File: src/power_up_seq_pkg.sv
// Purpose: Shared constants and types for the power-up and enable sequencer.
// Assumes: A 200 MHz core clock and input supply samples in 10 mV units.
// Notes:   Threshold figures are held in 10 mV units.
package power_up_seq_pkg;

  localparam int CLK_PERIOD_PS = 5000;
  localparam int BLANK_TIME_US = 150;
  // Longest time, so the division rounds down.
  localparam int BLANK_CYCLES  = (BLANK_TIME_US * 1000000) / CLK_PERIOD_PS;

  localparam int VIN_W     = 12;
  localparam int LEVEL_W   = 4;
  localparam int BLANK_W   = 16;
  localparam int FAULT_N   = 4;

  localparam logic [LEVEL_W-1:0] LOCKOUT_LEVEL_RST = 4'h0;
  localparam logic [LEVEL_W-1:0] LOCKOUT_CODE_MAX  = 4'ha;
  localparam logic [VIN_W-1:0]   LOCKOUT_BASE_CV   = 12'h1c2;
  localparam logic [VIN_W-1:0]   LOCKOUT_STEP_CV   = 12'h028;

  typedef enum logic [1:0] {
    ST_OFF       = 2'b00,
    ST_WAIT_BIAS = 2'b01,
    ST_ON        = 2'b10
  } seq_state_e;

endpackage

File: src/lockout_blanker.sv
// Purpose: Blanks the raw input undervoltage condition for a fixed interval.
// Assumes: Raw condition is synchronous to clk.
// Notes:   Release is immediate; only the assertion is delayed.
`timescale 1ns/1ps
`default_nettype none
module lockout_blanker
  import power_up_seq_pkg::*;
#(
  parameter int BLANK_LEN = BLANK_CYCLES
)(
  input  wire logic clk,
  input  wire logic arst_n,
  input  wire logic raw_low,
  output logic      blanked_low
);

  logic [BLANK_W-1:0] cnt_ff;
  logic [BLANK_W-1:0] nxt_cnt;
  logic               low_ff;
  logic               nxt_low;

  always_comb
  begin
    nxt_cnt = '0;
    nxt_low = 1'b0;
    if (raw_low)
    begin
      nxt_low = low_ff;
      nxt_cnt = cnt_ff;
      if (cnt_ff >= BLANK_W'(BLANK_LEN - 1))
        nxt_low = 1'b1;
      else
        nxt_cnt = cnt_ff + 1'b1;
    end
  end

  // Start up in lockout so the converter stays off until a clean sample.
  always_ff @(posedge clk or negedge arst_n)
  begin
    if (!arst_n)
    begin
      cnt_ff <= '0;
      low_ff <= 1'b1;
    end
    else
    begin
      cnt_ff <= nxt_cnt;
      low_ff <= nxt_low;
    end
  end

  assign blanked_low = low_ff;
endmodule
`default_nettype wire

File: src/power_up_sequencer.sv
// Purpose: Power-up and enable sequencing with programmable input lockout.
// Assumes: All inputs synchronous to clk; bias comparators are levels.
// Notes:   The alert pin is open-drain; alert_oe high pulls it low.
`timescale 1ns/1ps
`default_nettype none
module power_up_sequencer
  import power_up_seq_pkg::*;
#(
  parameter int BLANK_LEN = BLANK_CYCLES
)(
  input  wire logic                                  clk,
  input  wire logic                                  arst_n,
  input  wire logic                                  high_voltage_enable,
  input  wire logic                                  bias_above_rise,
  input  wire logic                                  bias_above_fall,
  input  wire logic [power_up_seq_pkg::VIN_W-1:0]   vin_sample_cv,
  input  wire logic [power_up_seq_pkg::LEVEL_W-1:0] input_lockout_level,
  input  wire logic [power_up_seq_pkg::FAULT_N-1:0] fault_src,
  input  wire logic [power_up_seq_pkg::FAULT_N-1:0] fault_mask,
  input  wire logic                                  alert_ack,
  output logic                                       off_mode,
  output logic                                       core_on,
  output logic                                       buck_boost_en,
  output logic                                       supply_lockout,
  output logic                                       alert_o,
  output logic                                       alert_oe
);
  import power_up_seq_pkg::*;

  function automatic logic [VIN_W-1:0] level_to_cv(
    input logic [LEVEL_W-1:0] code
  );
    logic [LEVEL_W-1:0] c;
    c = (code > LOCKOUT_CODE_MAX) ? LOCKOUT_CODE_MAX : code;
    level_to_cv = LOCKOUT_BASE_CV + VIN_W'(c * LOCKOUT_STEP_CV);
  endfunction

  seq_state_e         state_ff;
  seq_state_e         nxt_state;
  logic [LEVEL_W-1:0] level_ff;
  logic [LEVEL_W-1:0] nxt_level;
  logic [VIN_W-1:0]   thr_ff;
  logic [VIN_W-1:0]   nxt_thr;
  logic               raw_low_ff;
  logic               nxt_raw_low;
  logic               uv_blanked;
  logic               done_seen_ff;
  logic               nxt_done_seen;
  logic               up_flag_ff;
  logic               nxt_up_flag;
  logic               off_ff;
  logic               nxt_off;
  logic               core_ff;
  logic               nxt_core;
  logic               bb_ff;
  logic               nxt_bb;
  logic               lock_ff;
  logic               nxt_lock;
  logic               oe_ff;
  logic               nxt_oe;
  logic               done_evt;
  logic               fault_any;

  lockout_blanker #(
    .BLANK_LEN (BLANK_LEN)
  ) u_blank (
    .clk         (clk),
    .arst_n      (arst_n),
    .raw_low     (raw_low_ff),
    .blanked_low (uv_blanked)
  );

  always_comb
  begin
    // level follows the input every cycle
    nxt_level   = input_lockout_level;
    nxt_thr     = level_to_cv(level_ff);
    nxt_raw_low = vin_sample_cv < thr_ff;
  end

  // Sequencer state.
  always_comb
  begin
    nxt_state = state_ff;
    unique case (state_ff)
      ST_OFF:
      begin
        if (high_voltage_enable)
          nxt_state = ST_WAIT_BIAS;
      end
      // start needs bias and enable together
      ST_WAIT_BIAS:
      begin
        if (!high_voltage_enable)
          nxt_state = ST_OFF;
        else if (bias_above_rise)
          nxt_state = ST_ON;
      end
      // shutdown on enable low or bias fall
      ST_ON:
      begin
        if (!high_voltage_enable || !bias_above_fall)
          nxt_state = ST_OFF;
      end
      default:
        nxt_state = ST_OFF;
    endcase
  end

  assign done_evt  = (state_ff == ST_ON) && !uv_blanked && !done_seen_ff;
  assign fault_any = |(fault_src & ~fault_mask);

  always_comb
  begin
    nxt_done_seen = (state_ff == ST_ON) && (done_seen_ff || done_evt);
    // set wins over the host acknowledge
    nxt_up_flag   = done_evt || (up_flag_ff && !alert_ack);
    nxt_off       = (nxt_state == ST_OFF);
    nxt_core      = (nxt_state == ST_ON);
    nxt_bb        = (state_ff == ST_ON) && (nxt_state == ST_ON) && !uv_blanked;
    nxt_lock      = uv_blanked;
    // alert from done, or from any unmasked fault while in ST_ON
    nxt_oe        = nxt_up_flag || (fault_any && (state_ff == ST_ON));
  end

  always_ff @(posedge clk or negedge arst_n)
  begin
    if (!arst_n)
    begin
      state_ff     <= ST_OFF;
      level_ff     <= LOCKOUT_LEVEL_RST;
      thr_ff       <= LOCKOUT_BASE_CV;
      raw_low_ff   <= 1'b1;
      done_seen_ff <= 1'b0;
      up_flag_ff   <= 1'b0;
      off_ff       <= 1'b1;
      core_ff      <= 1'b0;
      bb_ff        <= 1'b0;
      lock_ff      <= 1'b1;
      oe_ff        <= 1'b0;
    end
    else
    begin
      state_ff     <= nxt_state;
      level_ff     <= nxt_level;
      thr_ff       <= nxt_thr;
      raw_low_ff   <= nxt_raw_low;
      done_seen_ff <= nxt_done_seen;
      up_flag_ff   <= nxt_up_flag;
      off_ff       <= nxt_off;
      core_ff      <= nxt_core;
      bb_ff        <= nxt_bb;
      lock_ff      <= nxt_lock;
      oe_ff        <= nxt_oe;
    end
  end

  // Open-drain pin only ever pulls low; the flop keeps the output registered.
  logic alert_lvl_ff;
  always_ff @(posedge clk or negedge arst_n)
  begin
    if (!arst_n)
      alert_lvl_ff <= 1'b0;
    else
      alert_lvl_ff <= 1'b0;
  end

  assign off_mode       = off_ff;
  assign core_on        = core_ff;
  assign buck_boost_en  = bb_ff;
  assign supply_lockout = lock_ff;
  assign alert_o        = alert_lvl_ff;
  assign alert_oe       = oe_ff;
endmodule
`default_nettype wire

File: config.mk
export PLATFORM = sky130hd
export DESIGN_NAME = power_up_sequencer
export DESIGN_NICKNAME = d
export VERILOG_FILES = /design/src/power_up_seq_pkg.sv /design/src/lockout_blanker.sv /design/src/power_up_sequencer.sv
export SDC_FILE = /design/constraint.sdc
export NUM_CORES = 1
export LEC_CHECK = 0
export BUFFER_PORTS_ARGS = -buffer_cell sky130_fd_sc_hd__buf_2
export CAP_MARGIN = 20
export CELL_PAD_IN_SITES_DETAIL_PLACEMENT = 1
export CELL_PAD_IN_SITES_GLOBAL_PLACEMENT = 2
export CORE_ASPECT_RATIO = 0.7
export CORE_UTILIZATION = 36
export CTS_BUF_LIST = sky130_fd_sc_hd__clkbuf_8
export DETAILED_ROUTE_END_ITERATION = 12
export PLACE_DENSITY = 0.84
export SYNTH_ARGS = -nofsm -noshare
export SYNTH_HDL_FRONTEND = slang
export SYNTH_SLANG_ARGS = --single-unit
File: constraint.sdc
create_clock -name clk -period 2.8 [get_ports clk]
set_input_delay 0.7 -clock clk [delete_from_list [all_inputs] [get_ports clk]]
set_output_delay 0.7 -clock clk [all_outputs]
set_load 0.02 [all_outputs]
# Yosys cells after proc, flatten, opt, wreduce, memory -nomap -nowiden

Index checks and enable logic that the tools add are counted.

Register bits: 42
Latch bits: 0
Memory bits (writable): 0
Memory bits (read-only): 0
Input bits: 30
Output and inout bits: 6
Memories kept: 0

Add/subtract/negate cells: 2
Multiply operators: 1
Divide/modulo/power cells: 0
Order comparisons: 3
Equal/unequal tests: 5
Shift operators: 0
Mux-type cells: 10
Bitwise gates (word level): 2
Reduce and logical (&&, ||, !) cells: 19

Operator list:

| operator              | count |
|---|---|
| $mux 16               | 2 |
| $add 16x1->16 const B | 1 |
| $ge 16x15->1 const B  | 1 |
| $lt 12x11->1          | 1 |
| $add 9x10->11 const A | 1 |
| $mux 2                | 4 |
| $logic_and 1x1->1     | 7 |
| $mul 4x3->7 const B   | 1 |
| $pmux 2 s3            | 1 |
| $logic_not 1->1       | 5 |
| $and 4x4->4           | 1 |
| $eq 2x2->1 const B    | 2 |
| $gt 4x4->1 const B    | 1 |
| $logic_not 2->1       | 2 |
| $logic_or 1x1->1      | 4 |
| $mux 4                | 1 |
| $not 4->4             | 1 |
| $reduce_or 4->1       | 1 |
| $eq 2x1->1 const B    | 1 |
| $mux 1                | 2 |
| $ne 2x1->1 const B    | 1 |
| $ne 2x2->1 const B    | 1 |

# Longest topological paths before layout

Word-level depth: 7
Depth in mapped cells: 10
Depth with buffers taken out: 9

# Cells and area by module

Synthesis repeated with hierarchy kept, for this count alone.

Cells, all modules: 206
Area, all modules: 2,144.6 um^2

Modules (own cells, without submodules):

| module             | times used | cells each | area an instance (um^2) | sequential area each (um^2) |
|---|---|---|---|---|
| power_up_sequencer | 1          | 97         | 1,103.6                 | 558.0 |
| lockout_blanker    | 1          | 109        | 1,041.0                 | 426.7 |

# Least setup slack after synthesis

Ideal clock, no wire load.

Path kind: reg-to-reg
Start point: reg level_ff[3]
End point: reg thr_ff[8]
Setup time: 75 ps
Arrival time: 2,211 ps
Slack: 513 ps
Stages on the path, launching flop included: 11
Buffers on the path: 1
Clock period less this slack: 2,287 ps
Cell sequence: dfrtp_1 clkbuf_1 o21ai_0 and2_1 ha_1 ha_1 fa_1 inv_1 ha_1 xnor2_1 xnor2_1

Word-level cells in the longest chain between the ends: 4

Ends and longest elaborated chain:

| item                     | line                      | source |
|---|---|---|
| start: declaration       | power_up_sequencer.sv:40  | `logic [LEVEL_W-1:0] level_ff;` |
| start signal: assignment | power_up_sequencer.sv:145 | `level_ff <= nxt_level;` |
| $gt 4x4->1               | power_up_sequencer.sv:34  | `c = (code > LOCKOUT_CODE_MAX) ? LOCKOUT_CODE_MAX : code;` |
| $mux 4 *                 | power_up_sequencer.sv:34  |  |
| $mul 4x3->7 *            | power_up_sequencer.sv:35  | `level_to_cv = LOCKOUT_BASE_CV + VIN_W'(c * LOCKOUT_STEP_CV);` |
| $add 9x10->11 *          | power_up_sequencer.sv:35  |  |
| via nxt_thr[8]           | power_up_sequencer.sv:43  | `logic [VIN_W-1:0] nxt_thr;` |
| end signal: assignment   | power_up_sequencer.sv:146 | `thr_ff <= nxt_thr;` |
| end: declaration         | power_up_sequencer.sv:42  | `logic [VIN_W-1:0] thr_ff;` |

Mark *: on every way through the listed nets, which the timed path passes. The rest lies on a longest branch.
A chain may end at the register's enable or synchronous reset.

# Worst setup path in the final report

Start point: reg level_ff[3]
End point: reg thr_ff[10]

Same word-level chain as after synthesis.

==> impl_results.md <==
* Routed len/inst at 13.43 um
* Num CTS Buffers at 5
* Max-cap violations at 0
* P&R area growth vs syn at 15.65%
* Register area share after synthesis at roughly 49%
* Die ar. at 5928 um2
* Hold Crit Class: reg2reg
* Core Area at between 5000 and 6000 um2
* Hold Path Cell Cnt at 0
* Synth Instances at 200
* Hold endpoint: supply_lockout
* Final Skew at 8.460 ps
* Crit path DAT at between 2000 and 3000 ps
* Nets@finish at about 280
* Row cnt at 22
* Die H at 64.72 um
* HP Start: u_blank.blanked_low
* Fin crit period at 2478 ps
* #FFs+latches synth at 39
* Initial antenna violation count at 0
* Hold-fix buffers at CTS at 0
* Compound-Gate Fraction of Synth Area at a little over a tenth
* Reg2Reg Depth at 8
* Synthesized area at about 2000 um2
* FMAX at 403.5 MHz
* CP Capture Type: flop
* Largest net degree at the start of global routing at 40
* 1st-iter DRT viols at 48
* Initial core utilization at 38.08%
* Clock buffer depth at 2
* Final period utilization at 88.51%
* Vias in the first global route at between 1,500 and 2,000
* Crit Path Max Fanout at 8
* RSZ-0062 raised after global routing: false
* Resize count post-CTS at 0
* # DRC at 0
* Netlist cell types at 39
* Place WS at 290.5 ps
* Final setup vio count at 0
* Flop-to-flop setup slack at 320 ps
* Total GRT Usage at 16.16%
* Postcts setup bufs at 0
* Routability Congestion at 0.7190
* DR vias/cell at 4.974
* PnR Total Power at 1.169 mW
* Adder-cell share of the synthesized area at 9.647%
* Port bufs at 33
* Reg2reg end: thr_ff[10]
* Share of cells above drive strength 1 at 21.37%
* Detailed Routing Iterations Pass 1 at 4
* Reg2reg start: level_ff[3]
* Drt total wl at 4.109 mm
* Via Count at 1,522
* Post-synth top area share at 39.58%
* Synthesized net count at 245
* Routed Antenna Nets at 0
* Clock-pin slew on the worst setup and hold paths at 80 ps
* GRT overflow at 0
* Setup TNS at 0 ps
* Die width at 91.60 um
* Synth Area in XOR/XNOR at about 2.6%
* Worst endpoint required time at 2980 ps
* Synth area leaders: dfrtp_1, dfstp_2, ha_1, inv_1, mux2i_1
* Status: finished, final reports clean
* Syn Area/Cell at 10.12 um2
* Fin. Hold Viols at 0
* TritonCTS clock tree: built
* Cell taking the most area after synthesis: dfrtp_1
* Fin. max-slew vios at 0
* Htree depth at 2
* Final WS setup at between 300 and 400 ps
* Max_slew headroom at 42.71%
* Ant diodes at 0
* First-pass GRT wire length at 7.362 mm
* Synth Area in Simple Gates at 19.23%
* Worst-Skew Late Latency at 290 ps
* Sink Count at 39
* Final HPWL DP at 3.096 mm
* Critical path type: reg2reg
* I/O pin total at 36
* Leak pwr at 1.148 nW
* Largest family of logic cells by synthesized area: simple AND/OR/NAND/NOR gates
* Worst-margin pin slew at 859.3 ps
* Multiplexer area fraction after synthesis at between 3 and 4%
* Pwr dens at 499.5 nW/um2
* Clock root buffer: clkbuf_8
* Ys Warns at 0
* Critical path launch point type: flop
* Max VDD drop at between 0.0002 and 0.00025 V
Yosys cell counts:
cell and count:
a221oi_1 1, nand2_1 15, o21ba_2 1, nor2_1 6, mux2i_1 7, xnor2_1 4, o21bai_1 2, a211oi_2 1
o22ai_1 3, o21a_1 1, inv_1 21, a211oi_1 3, clkbuf_1 6, o21ai_0 7, dfrtp_1 32, a21oi_4 1
and3b_1 1, nand4_1 5, fa_1 1, buf_4 1, ha_1 14, nor3_1 4, o31a_1 1, a21o_1 1
and2_1 9, conb_1 1, and3_1 2, o32ai_1 1, and4_1 1, nand4bb_1 1, dfstp_2 7, nand3_1 13
nor2b_1 2, nor3b_1 1, a21oi_1 8, nand3b_1 1, a21boi_0 1, xor2_1 2, nand2b_1 11
cells by family after synthesis:
logic type,after synthesis
simple gates,72
flops,39
compound gates,32
buf+inv,28
fa+ha+maj,15
mux,7
xor+xnor,6
other cells,1
placed cells by master, fill, tap and decap left out, types with 7 or more instances in the layout:
cell / instances
buf_2: 33
dfrtp_1: 32
inv_1: 22
nand2_1: 15
ha_1: 14
nand3_1: 13
nand2b_1: 11
and2_1: 9
a21oi_1: 8
o21ai_0: 7
mux2i_1: 7
dfstp_2: 7
layer usage:
layer,GRT usage [%],routed length (um),up-vias
li1,-,-,743
met1,22.21,2086,746
met2,24.53,1818,28
met3,3.521,149,5
met4,7.143,53,0
met5,0,0,-
sequential cells by signal, indices dropped and copies added, names as in the netlist, 2 cells and up:
register	cells
level_ff	4
state_ff	2
thr_ff	8
u_blank.cnt_ff	16
report_power, final:
part	leakage [nW]	switching [mW]	internal (mW)	total, mW
Sequential	0.496	0.0228	0.602	0.625
Combinational	0.599	0.0821	0.0675	0.150
Clock	0.0524	0.199	0.195	0.394
critical path, cell delays in order (launching register included):
cell	delay (ps)
dfrtp_1	500
o21ai_0	130
and2_1	200
ha_1	200
ha_1	210
fa_1	520
inv_1	50
ha_1	220
a211oi_1	340
through the flow:
step,hold slack (ps),instance area (um2),utilization (%),cells
after global placement,386.3,2248,42.32,298
after detailed placement,384.6,2248,42.32,298
after global routing,402.9,2340,44.04,306
final,397.8,2340,44.04,306
after CTS,395.8,2340,44.04,306
after floorplan,374.3,2023,-,200
layout make-up:
type	count	area, um2
clock buffers	6	82.58
clock inverters	2	8.758
fillers	624	2973
inverters	21	78.83
multi-input cells	133	929.6
flip-flops and latches	39	984.7
well taps	72	90.09
repair buffers	33	165.2
worst max path at each step:
stage,start,endpoint,cells after the start
after global placement,level_ff[3],thr_ff[8],8
after CTS,level_ff[3],thr_ff[10],7
final,level_ff[3],thr_ff[10],8
after detailed placement,level_ff[3],thr_ff[10],7
after floorplan,level_ff[3],thr_ff[8],10
after global routing,level_ff[3],thr_ff[10],8
Power figures use the tool's default switching activity.
